--- src/seq_wait_defines.svh ---
// register map, field positions, reset values and command codes of the wait and step-delay block
`ifndef SEQ_WAIT_DEFINES_SVH
`define SEQ_WAIT_DEFINES_SVH

`define OFS_CTRL_STAT 8'h00
`define OFS_TMR0_LIM 8'h04
`define OFS_TMR1_LIM 8'h08
`define OFS_STEP_DELAY_TIMER_LIM 8'h0C
`define OFS_WDOG_LIM 8'h10

`define BIT_ENABLE 0
`define BIT_RUN 1
`define BIT_SOFT_TRIG 2
`define BIT_VISIBLE 3
`define BIT_ITM_LO 4
`define BIT_ITM_HI 5
`define BIT_WDTO 6
`define BIT_STEP_DELAY_TIMER_ON 7
`define BIT_BUSY 8

`define LIM_RESET 16'h0000

`define FLD_CTRL 4'h0
`define FLD_WAIT_HIGH 4'h4
`define FLD_WAIT_LOW 4'h5

`define OPT_STEP_DELAY_TIMER_OFF 4'h2
`define OPT_STEP_DELAY_TIMER_ON 4'h6
`define OPT_WAIT_TMR0 4'h8
`define OPT_WAIT_TMR1 4'h9
`define OPT_SOFT_LEVEL 4'hA
`define OPT_SOFT_EDGE 4'hB

`define SEL_TMR0 2'h0
`define SEL_TMR1 2'h1
`define SEL_STEP_DELAY_TIMER 2'h2

`endif

--- src/seq_wait_pkg.sv ---
// types shared by the wait and step-delay block
package seq_wait_pkg;

  typedef struct packed {
    logic [3:0] field;
    logic [3:0] option;
  } cmd_s;

  typedef struct packed {
    logic [1:0] sel;
    logic [15:0] data;
  } lim_load_s;

  typedef enum logic [1:0] {
    ST_IDLE = 2'b00,
    ST_EXEC = 2'b01,
    ST_DELAY = 2'b10
  } state_e;

endpackage

--- src/sequencer_wait_and_step_delay.sv ---
// trigger sequencer wait conditions, general timers and step delay with an apb register port
//
// Behaviour
// [RULE1] sixteen trigger inputs; wait-high wants rise or high, wait-low fall or low
// [RULE2] a trigger wait repeats until met; at least one clock, bounded only by watchdog
// [RULE3] mode 0: edge watched from wait start; on hit complete, then one step delay
// [RULE4] edge catchers clear at completion before delay; only wait or prior delay edges count
// [RULE5] mode 1: edges as mode 0, never a step delay at exit
// [RULE6] mode 2: level sampled each clock, failed test retested after step delay, delay at exit
// [RULE7] mode 3: like mode 2 but next command starts at once on success
// [RULE8] level modes without step delay retest next clock and exit at once
// [RULE9] level modes never latch: level true at start passes, absent level ignored
// [RULE10] software edge wait completes only on a 0-to-1 of the bit during the wait
// [RULE11] software edge wait clears the software trigger bit on completion
// [RULE12] software level wait passes while the bit is 1 and leaves it set
// [RULE13] two 16-bit up timers with limits, cleared in reset and while disabled
// [RULE14] limits written by software only when disabled, by commands when enabled; read per visibility
// [RULE15] timer wait counts until timer equals limit, then completes and clears that timer
// [RULE16] step delay off after reset; option 0110 turns it on, 0010 off
// [RULE17] step delay counts clocks after each command until limit; cleared during every command
// [RULE18] delay limit 0 adds nothing, limit 1 adds exactly one clock
// [RULE19] edge catchers reset per command; edges in an edge wait's exit delay are not carried forward; a watchdog abort does not clear them
// [RULE20] disabling aborts waits and delays at once; other commands finish
// [RULE21] hardware wait past watchdog: abort, halt, set timeout flag, pulse error interrupt
// [RULE22] a non-waiting, undelayed command takes one clock
// [RULE23] hardware waits pick their input from the 4-bit option field
`include "seq_wait_defines.svh"
`timescale 1ns/1ps
`default_nettype none

module sequencer_wait_and_step_delay #(
  parameter int NUM_TRIG = 16,
  parameter int TMR_W = 16
) (
  input wire logic CLK,
  input wire logic RESET_N,
  input wire logic PSEL,
  input wire logic PENABLE,
  input wire logic PWRITE,
  input wire logic [7:0] PADDR,
  input wire logic [31:0] PWDATA,
  output logic [31:0] PRDATA,
  output logic PREADY,
  output logic PSLVERR,
  input wire logic [NUM_TRIG-1:0] TRIG_IN,
  input wire logic CMD_VALID,
  input wire seq_wait_pkg::cmd_s CMD_CODE,
  output logic CMD_READY,
  output logic CMD_DONE,
  input wire logic LIM_LOAD_VALID,
  input wire seq_wait_pkg::lim_load_s LIM_LOAD,
  output logic WDT_IRQ
);

  seq_wait_pkg::state_e state_q, state_d;
  seq_wait_pkg::cmd_s cmd_q;
  logic en_q, run_q, swt_q, vis_q, wdto_q, sd_en_q, swt_prev_q;
  logic [1:0] itm_q;
  logic [TMR_W-1:0] t0_q, t1_q, t0_lim_q, t1_lim_q, sd_cnt_q, sd_lim_q, wdt_cnt_q, wdt_lim_q;
  logic [NUM_TRIG-1:0] trig_prev_q, rise_q, fall_q;
  logic retest_q, no_arm_q;

  // decode of the command in execution
  logic is_hw, is_sw_edge, is_sw_level, is_tmr0, is_tmr1, is_wait, pol_high, sel_level;
  logic armed, met, sd_active, exit_delay, level_fail, wdt_fire, accept, leave_exec, sd_end;
  logic [NUM_TRIG-1:0] rise_now, fall_now;
  logic [3:0] sel;

  assign sel = cmd_q.option; // RULE23
  assign is_hw = (cmd_q.field == `FLD_WAIT_HIGH) || (cmd_q.field == `FLD_WAIT_LOW);
  assign pol_high = (cmd_q.field == `FLD_WAIT_HIGH); // RULE1
  assign is_sw_edge = (cmd_q.field == `FLD_CTRL) && (cmd_q.option == `OPT_SOFT_EDGE);
  assign is_sw_level = (cmd_q.field == `FLD_CTRL) && (cmd_q.option == `OPT_SOFT_LEVEL);
  assign is_tmr0 = (cmd_q.field == `FLD_CTRL) && (cmd_q.option == `OPT_WAIT_TMR0);
  assign is_tmr1 = (cmd_q.field == `FLD_CTRL) && (cmd_q.option == `OPT_WAIT_TMR1);
  assign is_wait = is_hw || is_sw_edge || is_sw_level || is_tmr0 || is_tmr1;
  assign sel_level = itm_q[1];
  assign sd_active = sd_en_q && (sd_lim_q != `LIM_RESET); // RULE18
  assign accept = CMD_VALID && CMD_READY;

  // edges count during a wait and during the prior command's delay, not after an edge wait
  assign armed = (state_q == seq_wait_pkg::ST_EXEC) || ((state_q == seq_wait_pkg::ST_DELAY) && !no_arm_q); // RULE4 RULE19
  assign rise_now = TRIG_IN & ~trig_prev_q & {NUM_TRIG{armed}};
  assign fall_now = ~TRIG_IN & trig_prev_q & {NUM_TRIG{armed}};

  always_comb begin
    met = 1'b1; // RULE22
    level_fail = 1'b0;
    if (is_hw && !sel_level) begin
      met = pol_high ? (rise_q[sel] | rise_now[sel]) : (fall_q[sel] | fall_now[sel]); // RULE3 RULE5
    end else if (is_hw) begin
      met = (TRIG_IN[sel] == pol_high); // RULE9
      level_fail = !met;
    end else if (is_sw_edge) begin
      met = swt_q && !swt_prev_q; // RULE10
    end else if (is_sw_level) begin
      met = swt_q; // RULE12
    end else if (is_tmr0) begin
      met = (t0_q == t0_lim_q); // RULE15
    end else if (is_tmr1) begin
      met = (t1_q == t1_lim_q); // RULE15
    end
  end

  // modes 1 and 3 never add an exit delay
  assign exit_delay = sd_active && !(is_hw && itm_q[0]); // RULE3 RULE5 RULE6 RULE7
  assign wdt_fire = (state_q == seq_wait_pkg::ST_EXEC) && is_hw && en_q && !met
                    && (wdt_lim_q != `LIM_RESET) && (wdt_cnt_q >= wdt_lim_q - 16'h0001); // RULE21
  assign leave_exec = (state_q == seq_wait_pkg::ST_EXEC) && met && !(is_wait && !en_q) && !wdt_fire;
  assign sd_end = (sd_cnt_q + 16'h0001) == sd_lim_q;

  always_comb begin
    state_d = state_q;
    case (state_q)
      seq_wait_pkg::ST_IDLE: begin
        if (accept) begin
          state_d = seq_wait_pkg::ST_EXEC; // RULE2
        end
      end
      seq_wait_pkg::ST_EXEC: begin
        if (is_wait && !en_q) begin
          state_d = seq_wait_pkg::ST_IDLE; // RULE20
        end else if (wdt_fire) begin
          state_d = seq_wait_pkg::ST_IDLE; // RULE21
        end else if (met) begin
          state_d = exit_delay ? seq_wait_pkg::ST_DELAY : seq_wait_pkg::ST_IDLE; // RULE17
        end else if (level_fail && sd_active) begin
          state_d = seq_wait_pkg::ST_DELAY; // RULE6 RULE7
        end else begin
          state_d = seq_wait_pkg::ST_EXEC; // RULE8
        end
      end
      seq_wait_pkg::ST_DELAY: begin
        if (!en_q) begin
          state_d = seq_wait_pkg::ST_IDLE; // RULE20
        end else if (sd_end) begin
          state_d = retest_q ? seq_wait_pkg::ST_EXEC : seq_wait_pkg::ST_IDLE; // RULE6
        end
      end
      default: begin
        state_d = seq_wait_pkg::ST_IDLE;
      end
    endcase
  end

  always_ff @(posedge CLK) begin
    if (!RESET_N) begin
      state_q <= seq_wait_pkg::ST_IDLE;
      cmd_q <= '0;
      retest_q <= 1'b0;
      no_arm_q <= 1'b0;
    end else begin
      state_q <= state_d;
      if (accept) begin
        cmd_q <= CMD_CODE;
      end
      if (state_q == seq_wait_pkg::ST_EXEC && state_d == seq_wait_pkg::ST_DELAY) begin
        retest_q <= !met;
        no_arm_q <= met && is_hw && !sel_level; // RULE19
      end
    end
  end

  // handshake and completion strobes, all registered
  always_ff @(posedge CLK) begin
    if (!RESET_N) begin
      CMD_READY <= 1'b0;
      CMD_DONE <= 1'b0;
      WDT_IRQ <= 1'b0;
    end else begin
      CMD_READY <= (state_d == seq_wait_pkg::ST_IDLE) && en_q && run_q && !accept && !wdt_fire;
      CMD_DONE <= leave_exec && !exit_delay
                  || (state_q == seq_wait_pkg::ST_DELAY && en_q && sd_end && !retest_q);
      WDT_IRQ <= wdt_fire; // RULE21
    end
  end

  // edge catchers; cleared when the command completes, ahead of any delay
  always_ff @(posedge CLK) begin
    if (!RESET_N) begin
      trig_prev_q <= '0;
      rise_q <= '0;
      fall_q <= '0;
    end else begin
      trig_prev_q <= TRIG_IN;
      if (leave_exec || !en_q) begin
        rise_q <= '0; // RULE4 RULE19
        fall_q <= '0;
      end else begin
        rise_q <= rise_q | rise_now;
        fall_q <= fall_q | fall_now;
      end
    end
  end

  // step delay counter and its enable
  always_ff @(posedge CLK) begin
    if (!RESET_N) begin
      sd_en_q <= 1'b0; // RULE16
      sd_cnt_q <= '0;
    end else begin
      if (state_q == seq_wait_pkg::ST_DELAY && en_q && !sd_end) begin
        sd_cnt_q <= sd_cnt_q + 16'h0001; // RULE17
      end else begin
        sd_cnt_q <= '0; // RULE17
      end
      if (state_q == seq_wait_pkg::ST_EXEC && cmd_q.field == `FLD_CTRL) begin
        if (cmd_q.option == `OPT_STEP_DELAY_TIMER_ON) begin
          sd_en_q <= 1'b1; // RULE16
        end else if (cmd_q.option == `OPT_STEP_DELAY_TIMER_OFF) begin
          sd_en_q <= 1'b0; // RULE16
        end
      end
    end
  end

  // general timers run only while their wait executes
  always_ff @(posedge CLK) begin
    if (!RESET_N || !en_q) begin
      t0_q <= '0; // RULE13
      t1_q <= '0;
    end else begin
      if (state_q == seq_wait_pkg::ST_EXEC && is_tmr0) begin
        t0_q <= met ? '0 : t0_q + 16'h0001; // RULE15
      end
      if (state_q == seq_wait_pkg::ST_EXEC && is_tmr1) begin
        t1_q <= met ? '0 : t1_q + 16'h0001; // RULE15
      end
    end
  end

  // watchdog covers hardware waits only, stops before the exit delay
  // retest delays of a level wait still count, or a failing level wait could hang
  always_ff @(posedge CLK) begin
    if (!RESET_N) begin
      wdt_cnt_q <= '0;
    end else if (is_hw && (state_q == seq_wait_pkg::ST_EXEC && !met
                           || state_q == seq_wait_pkg::ST_DELAY && retest_q)) begin // RULE21
      wdt_cnt_q <= wdt_cnt_q + 16'h0001;
    end else begin
      wdt_cnt_q <= '0;
    end
  end

  // apb slave: one wait state, effect and read data at the pready edge
  logic acc, wr, rd_ok, slverr_d;
  logic [31:0] rd_data;
  assign acc = PSEL && PENABLE && PREADY;
  assign slverr_d = !rd_ok;
  assign wr = acc && PWRITE && !slverr_d;

  always_comb begin
    rd_ok = 1'b1;
    rd_data = 32'h0000_0000;
    case (PADDR)
      `OFS_CTRL_STAT: begin
        rd_data[`BIT_ENABLE] = en_q;
        rd_data[`BIT_RUN] = run_q;
        rd_data[`BIT_SOFT_TRIG] = swt_q;
        rd_data[`BIT_VISIBLE] = vis_q;
        rd_data[`BIT_ITM_HI:`BIT_ITM_LO] = itm_q;
        rd_data[`BIT_WDTO] = wdto_q;
        rd_data[`BIT_STEP_DELAY_TIMER_ON] = sd_en_q;
        rd_data[`BIT_BUSY] = (state_q != seq_wait_pkg::ST_IDLE);
      end
      `OFS_TMR0_LIM: rd_data[15:0] = (vis_q && en_q) ? t0_q : t0_lim_q; // RULE14
      `OFS_TMR1_LIM: rd_data[15:0] = (vis_q && en_q) ? t1_q : t1_lim_q; // RULE14
      `OFS_STEP_DELAY_TIMER_LIM: rd_data[15:0] = (vis_q && en_q) ? sd_cnt_q : sd_lim_q;
      `OFS_WDOG_LIM: rd_data[15:0] = (vis_q && en_q) ? wdt_cnt_q : wdt_lim_q;
      default: rd_ok = 1'b0;
    endcase
  end

  always_ff @(posedge CLK) begin
    if (!RESET_N) begin
      PREADY <= 1'b0;
      PRDATA <= 32'h0000_0000;
      PSLVERR <= 1'b0;
    end else begin
      PREADY <= PSEL && PENABLE && !PREADY;
      PSLVERR <= PSEL && PENABLE && !PREADY && slverr_d;
      if (PSEL && PENABLE && !PREADY && !PWRITE) begin
        PRDATA <= rd_data;
      end
    end
  end

  // control and status bits
  logic wr_ctrl;
  assign wr_ctrl = wr && (PADDR == `OFS_CTRL_STAT);

  always_ff @(posedge CLK) begin
    if (!RESET_N) begin
      en_q <= 1'b0;
      run_q <= 1'b0;
      swt_q <= 1'b0;
      vis_q <= 1'b0;
      itm_q <= 2'b00;
      wdto_q <= 1'b0;
      swt_prev_q <= 1'b0;
    end else begin
      swt_prev_q <= swt_q;
      if (wr_ctrl) begin
        en_q <= PWDATA[`BIT_ENABLE];
        run_q <= PWDATA[`BIT_RUN];
        vis_q <= PWDATA[`BIT_VISIBLE];
        itm_q <= PWDATA[`BIT_ITM_HI:`BIT_ITM_LO];
        wdto_q <= PWDATA[`BIT_WDTO];
      end
      if (wr_ctrl && PWDATA[`BIT_SOFT_TRIG]) begin
        swt_q <= 1'b1; // set beats the completion clear
      end else if (wr_ctrl || (leave_exec && is_sw_edge)) begin
        swt_q <= 1'b0; // RULE11
      end
      if (wdt_fire) begin
        run_q <= 1'b0; // RULE21
        wdto_q <= 1'b1; // RULE21
      end
      if (!en_q && !(wr_ctrl && PWDATA[`BIT_ENABLE])) begin
        run_q <= 1'b0;
        wdto_q <= 1'b0;
        swt_q <= 1'b0;
      end
    end
  end

  // limits: software while disabled, sequencer load port while enabled, except the watchdog limit which is software only
  logic sw_lim_wr;
  assign sw_lim_wr = wr && !en_q; // RULE14

  always_ff @(posedge CLK) begin
    if (!RESET_N) begin
      t0_lim_q <= `LIM_RESET;
      t1_lim_q <= `LIM_RESET;
      sd_lim_q <= `LIM_RESET;
      wdt_lim_q <= `LIM_RESET;
    end else begin
      if (sw_lim_wr && PADDR == `OFS_TMR0_LIM || en_q && LIM_LOAD_VALID && LIM_LOAD.sel == `SEL_TMR0) begin
        t0_lim_q <= en_q ? LIM_LOAD.data : PWDATA[15:0]; // RULE14
      end
      if (sw_lim_wr && PADDR == `OFS_TMR1_LIM || en_q && LIM_LOAD_VALID && LIM_LOAD.sel == `SEL_TMR1) begin
        t1_lim_q <= en_q ? LIM_LOAD.data : PWDATA[15:0]; // RULE14
      end
      if (sw_lim_wr && PADDR == `OFS_STEP_DELAY_TIMER_LIM || en_q && LIM_LOAD_VALID && LIM_LOAD.sel == `SEL_STEP_DELAY_TIMER) begin
        sd_lim_q <= en_q ? LIM_LOAD.data : PWDATA[15:0];
      end
      if (sw_lim_wr && PADDR == `OFS_WDOG_LIM) begin
        wdt_lim_q <= PWDATA[15:0];
      end
    end
  end
endmodule

`default_nettype wire

--- config.mk ---
export PLATFORM = sky130hd
export DESIGN_NAME = sequencer_wait_and_step_delay
export DESIGN_NICKNAME = d
export VERILOG_FILES = /design/src/seq_wait_pkg.sv /design/src/sequencer_wait_and_step_delay.sv
export VERILOG_INCLUDE_DIRS = /design/src /design/src/src
export SDC_FILE = /design/constraint.sdc
export NUM_CORES = 1
export LEC_CHECK = 0
export ABC_AREA = 1
export BUFFER_PORTS_ARGS = -buffer_cell sky130_fd_sc_hd__buf_2
export CAP_MARGIN = 20
export CORE_UTILIZATION = 55
export CTS_BUF_LIST = sky130_fd_sc_hd__clkbuf_8
export DETAILED_ROUTE_END_ITERATION = 7
export MAX_ROUTING_LAYER = met4
export PLACE_DENSITY = 0.75
export SLEW_MARGIN = 5
export SYNTH_ARGS = -nofsm -noshare
export SYNTH_HDL_FRONTEND = slang
export SYNTH_SLANG_ARGS = --single-unit
export TNS_END_PERCENT = 1
--- constraint.sdc ---
create_clock -name CLK -period 7 [get_ports CLK]
set_clock_uncertainty 0.05 [all_clocks]
set_input_delay 1.05 -clock CLK [delete_from_list [all_inputs] [get_ports CLK]]
set_output_delay 1.05 -clock CLK [all_outputs]
set_load 0.05 [all_outputs]
==> results of run 1 <==
-- cell type report --
| type | instances | area share |
|---|---|---|
| Antenna cell | 2 | 0.000364 |
| Clock buffer | 48 | 0.0480 |
| Clock inverter | 17 | 0.00500 |
| Inverter | 248 | 0.0682 |
| Multi-Input combinational cell | 1386 | 0.495 |
| Sequential cell | 218 | 0.317 |
| Tap cell | 280 | 0.0255 |
| Timing Repair Buffer | 104 | 0.0413 |
-- power breakdown --
part	leakage [uW]	switching, uW	internal [uW]	total [uW]
registers	0.00176	6.16	1250	1260
clock network	0.000429	540	612	1150
logic	0.00407	99.1	32.7	132
total	0.00626	645	1900	2540
-- placed cells by master, fill, tap and decap left out, types with 11 or more instances in the layout --
cell type / instances
nor3_1: 30
nand4_1: 29
ha_1: 21
inv_1: 254
a21oi_1: 114
a31oi_1: 20
nand2_2: 11
clkbuf_8: 48
o21ai_0: 146
nor2_1: 291
buf_2: 93
xor2_1: 50
dfxtp_1: 218
conb_1: 16
nand3_1: 84
nand2_1: 456
o22ai_1: 12
-- cells by family (layout without fill, tap and decap cells) --
logic type                 count (synthesis)  after routing
and+or+nand+nor                          963            963
AOI/OAI and AO/OA                        332            332
buffers and inverters                    330            417
DFF                                      218            218
xor gates and xnor gates                  54             54
adders and majority gates                 21             21
other                                      1             18
-- worst max-delay path: stages, from the launching register on --
cell and delay (ps):
dfxtp_1 300, inv_1 170, nand3_1 140, nor3_1 280, nand2_1 140, inv_1 70, nand2_1 70, inv_1 80
nand4_1 130, nor3_1 200, xor2_1 160, inv_1 50, ha_1 280, nand2_1 60, inv_1 50, nand3_1 90
nor3_1 250, nand3_1 110, nand3_1 100, nand2_1 160, nor2_1 190, nand3_2 160, nand2_1 150, inv_1 70
nand2_1 100, nor2_1 50, nor2_1 120
-- per-layer routing --
metal / part of all wire / wire length, um / up-vias / global-route usage
met5: 0 / 0 / - / -
met4: 0.049 / 1890 / 0 / 0.174
met3: 0.095 / 3630 / 111 / 0.0666
met2: 0.44 / 16700 / 577 / 0.509
met1: 0.42 / 16000 / 5711 / 0.421
li1: - / - / 6299 / -
-- per-stage QoR --
stage / hold WS [ps] / util / setup slack [ps] / area [sq um] / std cells
floorplan: 368 / - / 3960 / 12500 / 1934
global placement: 391 / 0.590 / 2960 / 13000 / 2235
detailed placement: 393 / 0.591 / 2800 / 13000 / 2236
CTS: 402 / 0.625 / 3190 / 13800 / 2301
global route: 422 / 0.625 / 2630 / 13800 / 2303
finish: 404 / 0.625 / 3130 / 13800 / 2303
-- path summary, 6_finish.rpt --
kind | end | startpoint | slack, ps
setup / recovery | retest_q$_SDFFE_PN0P_ | wdt_lim_q[0]$_SDFFE_PN0P_ | 3130
hold / removal | rise_q[8]$_SDFF_PP0_ | rise_q[8]$_SDFF_PP0_ | 400
setup reg to reg | retest_q$_SDFFE_PN0P_ | wdt_lim_q[0]$_SDFFE_PN0P_ | 3130
hold reg to reg | rise_q[8]$_SDFF_PP0_ | rise_q[8]$_SDFF_PP0_ | 400
==> out/results.txt, run 1 <==
Status - complete, but fails checks
Failing checks - design-rule violations
Ratio of cells with drive above 1 in the final layout - 0.105
Multi-input gate area - 6810 sq um
Min-delay worst type - reg2reg
Post_cts resized - 0
Post-CTS setup buffer count - 0
Yosys top cell area share - 0.349
EDFF count, synth - 0
Die Y - 153 um
First-pass GRT wire length - 60000 um
PD cells - 185 nW/um^2
Post-Syn Instances - 1919
# rows - 54
Simple-gate share of the synthesized area - 0.334
Number of buffers created by CTS - 39
Fin. max-slew vios - 0
Compound-cell area share of the yosys netlist - 0.146
GRT Util Overall - 0.335
Routed Antenna Nets - 0
CTS clock-pin slew for the worst setup and hold paths - 60 ps
Critical setup path kind - reg2reg
Synthesized flop and latch total - 218
Sequential share of the synthesized area - 0.349
H-tree levels - 2
Static Leakage - 0.00626 uW
Maxcap violations - 0
I/O pins - 126
VDD IR max - 0.000134 V
Worst-skew pair later-pin latency - 560 ps
Synth cell types - 53
GPL Wtd Cong - 0.972
Top cells by count, synth - nand2_1, nor2_1, inv_1, dfxtp_1, o21ai_0
Area of the mapped netlist - 12500 sq um
Max Freq - 258 MHz
Vias/cell - 5.51
Total grt overflow - 0
Die W - 153 um
Cells on worst reg2reg path - 26
Number of global-route vias before repair - 11.5k
Nets@finish - 2107
Initial core utilization - 0.567
Final hold violation count - 0
WP data required - 7410 ps
Core Area - 22000 sq um
WHS Path Cells - 2
CP Launch Type - flip-flop
Post-Synth XOR/XNOR Area - 0.0390
Drt first-iter violations - 1210
Total number of vias - 12.7k
CTS Root Cell - clkbuf_8
Setup TNS - 0 ps
Die area - 23300 sq um
Crit Path Max Fanout - 5
Period utilization - 0.553
Dominant synthesized flop cell - dfxtp_1
Worst Tran Pin Value - 996 ps
FILL cells - 2125
Ys async rst share - 0
Drc violations - 4
TritonCTS clock tree - built
Unrepaired setup endpoints after global routing - false
Sequential Area - 4360 sq um
Slew margin rel. - 0.334
Mux cell area share after synthesis - 0
Largest net degree at the start of global routing - 90
Tot Pwr - 2540 uW
Setup crit end kind - flip-flop
Top post-synthesis cells by area - dfxtp_1, nand2_1, nor2_1, inv_1, o21ai_0
Fin crit period - 3870 ps
Initial antenna violation count - 2
Final setup vio count - 0
Clock Path Buffers - 3
Crit path DAT - 4290 ps
Drt pass-1 iters - 8
Layout area overhead - 10.2%
# clock sinks - 218
Port-buffer cells - 93
Combinational family with the most area after synthesis - simple AND/OR/NAND/NOR gates
Detailed-route wire length per cell - 16.6 um
Syn Area/Cell - 6.51 sq um
DP HPWL - 28000 um
Total Wirelength - 38200 um
CTS Hold Bufs - 0
Synthesis warning total - 0
Synth Area in Adders - 0.0210
Top-count cell post-synth - nand2_1
Leading area contributor after synthesis - dfxtp_1
Power figures use the tool's default switching activity.
==> inputs of run 2 (changes only) <==
--- a/config.mk
+++ b/config.mk
@@ -6,14 +6,14 @@
 export SDC_FILE = /design/constraint.sdc
 export NUM_CORES = 1
 export LEC_CHECK = 0
-export ABC_AREA = 1
+export ABC_AREA = 0
 export BUFFER_PORTS_ARGS = -buffer_cell sky130_fd_sc_hd__buf_2
 export CAP_MARGIN = 20
 export CORE_UTILIZATION = 55
 export CTS_BUF_LIST = sky130_fd_sc_hd__clkbuf_8
 export DETAILED_ROUTE_END_ITERATION = 7
 export MAX_ROUTING_LAYER = met4
-export PLACE_DENSITY = 0.75
+export PLACE_DENSITY = 0.78
 export SLEW_MARGIN = 5
 export SYNTH_ARGS = -nofsm -noshare
 export SYNTH_HDL_FRONTEND = slang
==> constraint.sdc (replaced) <==
create_clock -name CLK -period 3.1 [get_ports CLK]
set_clock_uncertainty 0.05 [all_clocks]
set_input_delay 0.465 -clock CLK [delete_from_list [all_inputs] [get_ports CLK]]
set_output_delay 0.465 -clock CLK [all_outputs]
set_load 0.05 [all_outputs]
==> run 2 against run 1 <==
  * The run ends with negative setup slack left
  * Non-clock buffer count up 64
  * Sequential share of layout area up 0.59 points
  * Clock power up 120%
  * Largest cell class unchanged
  * Largest power group unchanged
==> out/results.txt, run 2 <==
Maxcap violations - 0
Post-Syn Instances - 1382
Slowest Stage Delay on Critical Path - 520 ps
Top post-synthesis cells by area - dfxtp_1, nor2_1, xnor2_1, nand2_1, a211oi_1
Slew margin rel. - 0.443
Sequential Area - 4370 sq um
Static Leakage - 0.00491 uW
Setup ws final - -517 ps
# diodes - 0
Synthesis warning total - 0
Routed Antenna Nets - 0
VDD IR max - 0.000424 V
Setup crit end kind - flip-flop
Number of global-route vias before repair - 10.0k
GPL Wtd Cong - 0.950
Total grt overflow - 0
GRT Util Overall - 0.320
Most frequent cells in the layout - dfxtp_1, nor2_1, nand2_1
Die area - 21900 sq um
CP Launch Type - flip-flop
Worst reg2reg path endpoint - state_q[1]$_SDFF_PN0_
Initial core utilization - 0.559
Period utilization - 1.17
Worst-skew pair later-pin latency - 550 ps
Layout area overhead - 15.6%
Detailed-route wire length per cell - 18.6 um
Top delay family on crit path - simple AND/OR/NAND/NOR gates
Sequential share of the synthesized area - 0.373
# clock sinks - 218
Unrepaired setup endpoints after global routing - true
WHS Path Cells - 3
PD cells - 422 nW/um^2
Drc violations - 0
Status - complete, but fails checks
Final hold violation count - 0
TritonCTS clock tree - built
Initial antenna violation count - 0
Core Area - 21000 sq um
# rows - 53
Cells along the critical path - or4_4, or4_4, nor3_4, xnor2_1, ha_1, a21o_1, a21o_1, a21o_1, a221oi_2, a221oi_4, or3b_1, o211ai_1, and2_1
Crit path DAT - 4060 ps
Yosys top cell area share - 0.373
Hold path endpoint - sel[1]$_SDFFE_PN0P_
CTS Hold Bufs - 0
Fin crit period - 3620 ps
Leading cell type in the layout, fill and taps excluded - dfxtp_1
CP most frequent cell - a21o_1
Buf/Inv on CP - 0
Final core area utilization - 0.646
Min-delay worst type - in2reg
CP max-delay cell - or4_4
Dominant synthesized flop cell - dfxtp_1
Post-CTS setup buffer count - 0
Crit Path Max Fanout - 3
Min Hold Slack - 113 ps
Synthesized flop and latch total - 218
Ratio of cells with drive above 1 in the final layout - 0.189
Largest net degree at the start of global routing - 41
Reg-to-reg slack, setup - -520 ps
CTS clock-pin slew for the worst setup and hold paths - 60 ps
Area of the mapped netlist - 11700 sq um
Drt first-iter violations - 1127
WP data required - 3540 ps
Syn Area/Cell - 8.47 sq um
Top cells by count, synth - dfxtp_1, nor2_1, nand2_1, xnor2_1, a21oi_1
Number of buffers created by CTS - 38
Cells on worst reg2reg path - 13
Total Wirelength - 33700 um
Worst Min Path Start - CMD_CODE[1]
Die Y - 148 um
EDFF count, synth - 0
Worst Tran Pin Value - 814 ps
Reg2Reg Launch Point - wdt_lim_q[8]$_SDFFE_PN0P_
Port-buffer cells - 93
Drt pass-1 iters - 5
Die W - 148 um
Vias/cell - 6.04
Max Freq - 277 MHz
Leading area contributor after synthesis - dfxtp_1
CTS Root Cell - clkbuf_8
Failing checks - negative setup slack
DP HPWL - 24800 um
Ys async rst share - 0
H-tree levels - 2
Critical setup path kind - reg2reg
Clock Path Buffers - 3
Nets@finish - 1615
Final setup vio count - 8
Total number of vias - 10.9k
Fin. max-slew vios - 0
FILL cells - 1795
Top-count cell post-synth - dfxtp_1
Synth cell types - 80
First-pass GRT wire length - 53700 um
I/O pins - 126
Multi-input gate area - 6820 sq um
run 2: changes by cell type after synthesis, moves of 14 or more:
| cell | change |
|---|---|
| nor2_1 | -91 |
| nand3_1 | -51 |
| a211oi_1 | +47 |
| xnor2_1 | +78 |
| mux2i_1 | +36 |
| inv_1 | -198 |
| a221oi_1 | +28 |
| nor2b_1 | +19 |
| xor2_1 | -14 |
| o21ai_0 | -127 |
| nand2_1 | -314 |
| mux4_2 | +14 |
| a21oi_1 | -44 |
run 2: cell type report:
| class | count | share of cell area |
|---|---|---|
| clock buffer | 47 | 0.0478 |
| clock inverter | 20 | 0.00684 |
| inverter | 42 | 0.0117 |
| multi-input combinational | 1037 | 0.504 |
| sequential | 218 | 0.323 |
| tap | 275 | 0.0254 |
| timing repair buffer | 168 | 0.0816 |
run 2: worst reg2reg max path, cell delays in order (launching register included):
cell and delay, ps:
dfxtp_2 320, or4_4 520, or4_4 470, nor3_4 190
xnor2_1 100, ha_1 320, a21o_1 160, a21o_1 140
a21o_1 180, a221oi_2 260, a221oi_4 150, or3b_1 400
o211ai_1 130, and2_1 170
run 2: cells by family after synthesis:
family	count (synthesis)	synth area share
flops	218	0.373
other cells	1	0.000320
mux	51	0.0599
buf+inv	142	0.0585
fa+ha+maj	21	0.0224
compound gates	274	0.165
xor+xnor	118	0.0895
simple gates	557	0.232
run 2: power breakdown:
group          total [uW]  internal, uW  switching [uW]
clock network        2580          1370            1200
registers            2840          2820            14.5
logic                 297          86.8             210
total                5710          4280            1430
run 2: worst max-delay path by stage:
stage	start	end	slack [ps]	cells after the start
global placement	wdt_lim_q[8]$_SDFFE_PN0P_	CMD_READY$_SDFF_PN0_	-390	12
global route	wdt_lim_q[8]$_SDFFE_PN0P_	state_q[1]$_SDFF_PN0_	-610	13
floorplan	wdt_lim_q[8]$_SDFFE_PN0P_	state_q[1]$_SDFF_PN0_	-270	13
CTS	wdt_lim_q[8]$_SDFFE_PN0P_	no_arm_q$_SDFFE_PN0P_	-480	14
finish	wdt_lim_q[8]$_SDFFE_PN0P_	state_q[1]$_SDFF_PN0_	-520	13
detailed placement	wdt_lim_q[8]$_SDFFE_PN0P_	CMD_READY$_SDFF_PN0_	-550	12
run 2: layer usage:
layer	GRT usage	share of wire	vias up	wire length, um
met5	-	0	-	0
met4	0.0995	0.030	0	1000
met3	0.0664	0.089	91	2980
met2	0.477	0.44	527	14900
met1	0.433	0.44	5167	14900
li1	-	-	5124	-
run 2: per-stage QoR:
step | power [uW] | std cells | cell area [sq um] | setup TNS, ps | setup WS [ps]
floorplan | 3090 | 1397 | 11800 | -947 | -273
global placement | 3190 | 1740 | 12700 | -2340 | -394
detailed placement | 3190 | 1740 | 12700 | -3200 | -546
CTS | 5740 | 1807 | 13500 | -2670 | -477
global route | 5890 | 1807 | 13500 | -3830 | -608
finish | 5710 | 1807 | 13500 | -2980 | -517
run 2: repair_timing:
item	4_1_cts	5_1_grt
pin swaps	5	0
resized for setup	7	3
setup endpoints to repair	8	88
==> inputs of run 3 (changes only) <==
--- a/config.mk
+++ b/config.mk
@@ -9,6 +9,7 @@
 export ABC_AREA = 0
 export BUFFER_PORTS_ARGS = -buffer_cell sky130_fd_sc_hd__buf_2
 export CAP_MARGIN = 20
+export CORE_ASPECT_RATIO = 1.1
 export CORE_UTILIZATION = 55
 export CTS_BUF_LIST = sky130_fd_sc_hd__clkbuf_8
 export DETAILED_ROUTE_END_ITERATION = 7
==> run 3 against run 2 <==
  * The run still ends with negative setup slack left
  * Final area rose by 0.45%
  * Via count is 0.39% higher
  * Combinational power is essentially flat
  * Setup slack improved by 17 ps
  * Critical path type unchanged
  * Largest power group unchanged
==> out/results.txt, run 3 (synthesis results as in run 2) <==
Ratio of cells with drive above 1 in the final layout - 0.195
Tot Pwr - 5830 uW
Stages on the worst setup path - 14
Unrepaired setup endpoints after global routing - true
First-pass GRT wire length - 53400 um
Routed Antenna Nets - 0
CP most frequent cell - a21o_1
# clock sinks - 218
Drt pass-1 iters - 6
Period utilization - 1.16
Final hold violation count - 0
TritonCTS clock tree - built
Vias/cell - 6.00
Crit path DAT - 4050 ps
Drt first-iter violations - 1237
Die W - 141 um
Initial core utilization - 0.565
Number of global-route vias before repair - 10.0k
Top delay family on crit path - simple AND/OR/NAND/NOR gates
Die area - 21900 sq um
Cells along the critical path - or4_4, or4_4, nor3_4, xnor2_1, ha_1, a21o_1, a21o_1, a21o_1, a221oi_2, a221oi_2, buf_4, or3b_4, o211ai_1, and2_1
Number of buffers created by CTS - 38
Slew margin rel. - 0.544
Failing checks - negative setup slack
CTS Hold Bufs - 0
Cells on worst reg2reg path - 14
FILL cells - 1696
DP Worst Slack - -538 ps
Worst-skew pair later-pin latency - 560 ps
# diodes - 0
Total grt overflow - 0
Setup crit start - wdt_lim_q[8]$_SDFFE_PN0P_
Slowest Stage Delay on Critical Path - 540 ps
Reg2Reg Launch Point - wdt_lim_q[8]$_SDFFE_PN0P_
Fin crit period - 3600 ps
H-tree levels - 2
Crit Path Max Fanout - 3
Status - complete, but fails checks
CP Launch Type - flip-flop
Max Freq - 278 MHz
Largest net degree at the start of global routing - 51
Static Leakage - 0.00493 uW
Die Y - 155 um
Drc violations - 0
WHS Path Cells - 3
Leading cell type in the layout, fill and taps excluded - dfxtp_1
Port-buffer cells - 93
Total Wirelength - 34100 um
CP max-delay cell - or4_4
Detailed-route wire length per cell - 18.7 um
I/O pins - 126
CTS Root Cell - clkbuf_8
Setup crit end kind - flip-flop
GPL Wtd Cong - 0.949
CTS clock-pin slew for the worst setup and hold paths - 60 ps
Critical setup path kind - reg2reg
Total number of vias - 11.0k
VDD IR max - 0.000416 V
Buf/Inv on CP - 1
Worst Tran Pin Value - 666 ps
Core Area - 20700 sq um
Setup ws final - -499 ps
Final setup vio count - 8
PD cells - 429 nW/um^2
Nets@finish - 1621
Clock Path Buffers - 3
Fin. max-slew vios - 0
Initial antenna violation count - 0
# rows - 55
Min-delay worst type - in2reg
Worst Min Path Start - CMD_CODE[1]
DP HPWL - 25000 um
Layout area overhead - 16.1%
WP data required - 3550 ps
GRT Util Overall - 0.320
Most frequent cells in the layout - dfxtp_1, nor2_1, nand2_1
Maxcap violations - 0
## run 3: cell count changes in the layout (fill, tap and decap cells not counted), moves of 2 or more
cell,delta
buf_4,+7
clkinv_2,+5
inv_1,-5
clkbuf_8,+2
## run 3: area by class of cell
class / instances / area, sq um / area share
tap: 285 / 357 / 0.0262
multi-input combinational: 1037 / 6790 / 0.500
inverter: 42 / 158 / 0.0116
timing repair buffer: 174 / 1140 / 0.0836
clock buffer: 49 / 674 / 0.0496
sequential: 218 / 4370 / 0.322
clock inverter: 21 / 106 / 0.00782
## run 3: tightest hold or removal path: stages
cell and delay, ps:
buf_2 90, nand2_1 40, a21oi_1 50
## run 3: timing repair
action,4_1_cts,5_1_grt
pin swaps,4,1
setup buffers,1,0
resized for setup,3,2
setup endpoints to repair,8,88
## run 3: per-stage QoR
step / hold WS, ps / area (sq um) / TNS, ps / instances / utilization
floorplan: 381 / 11800 / -947 / 1397 / -
global placement: 395 / 12800 / -2200 / 1755 / 0.617
detailed placement: 401 / 12800 / -2890 / 1755 / 0.617
CTS: 77.3 / 13600 / -2430 / 1826 / 0.656
global route: 84.1 / 13600 / -3500 / 1826 / 0.656
finish: 87.9 / 13600 / -2620 / 1826 / 0.656
## run 3: worst paths after layout
| check | to | slack [ps] |
|---|---|---|
| setup / recovery | state_q[1]$_SDFF_PN0_ | -500 |
| hold / removal | sel[1]$_SDFFE_PN0P_ | 90 |
| setup reg to reg | state_q[1]$_SDFF_PN0_ | -500 |
| hold reg to reg | fall_q[1]$_SDFF_PP0_ | 410 |
## run 3: metal layers
metal	global-route usage	part of all wire	vias to the layer above
met5	-	0	-
met4	0.137	0.038	0
met3	0.0563	0.086	104
met2	0.481	0.45	535
met1	0.423	0.43	5147
li1	-	-	5165
## run 3: where the power goes
| part | internal, uW | leakage, uW | switching, uW |
|---|---|---|---|
| clock network | 1440 | 0.000442 | 1250 |
| logic | 87.6 | 0.00272 | 212 |
| registers | 2820 | 0.00176 | 15.6 |
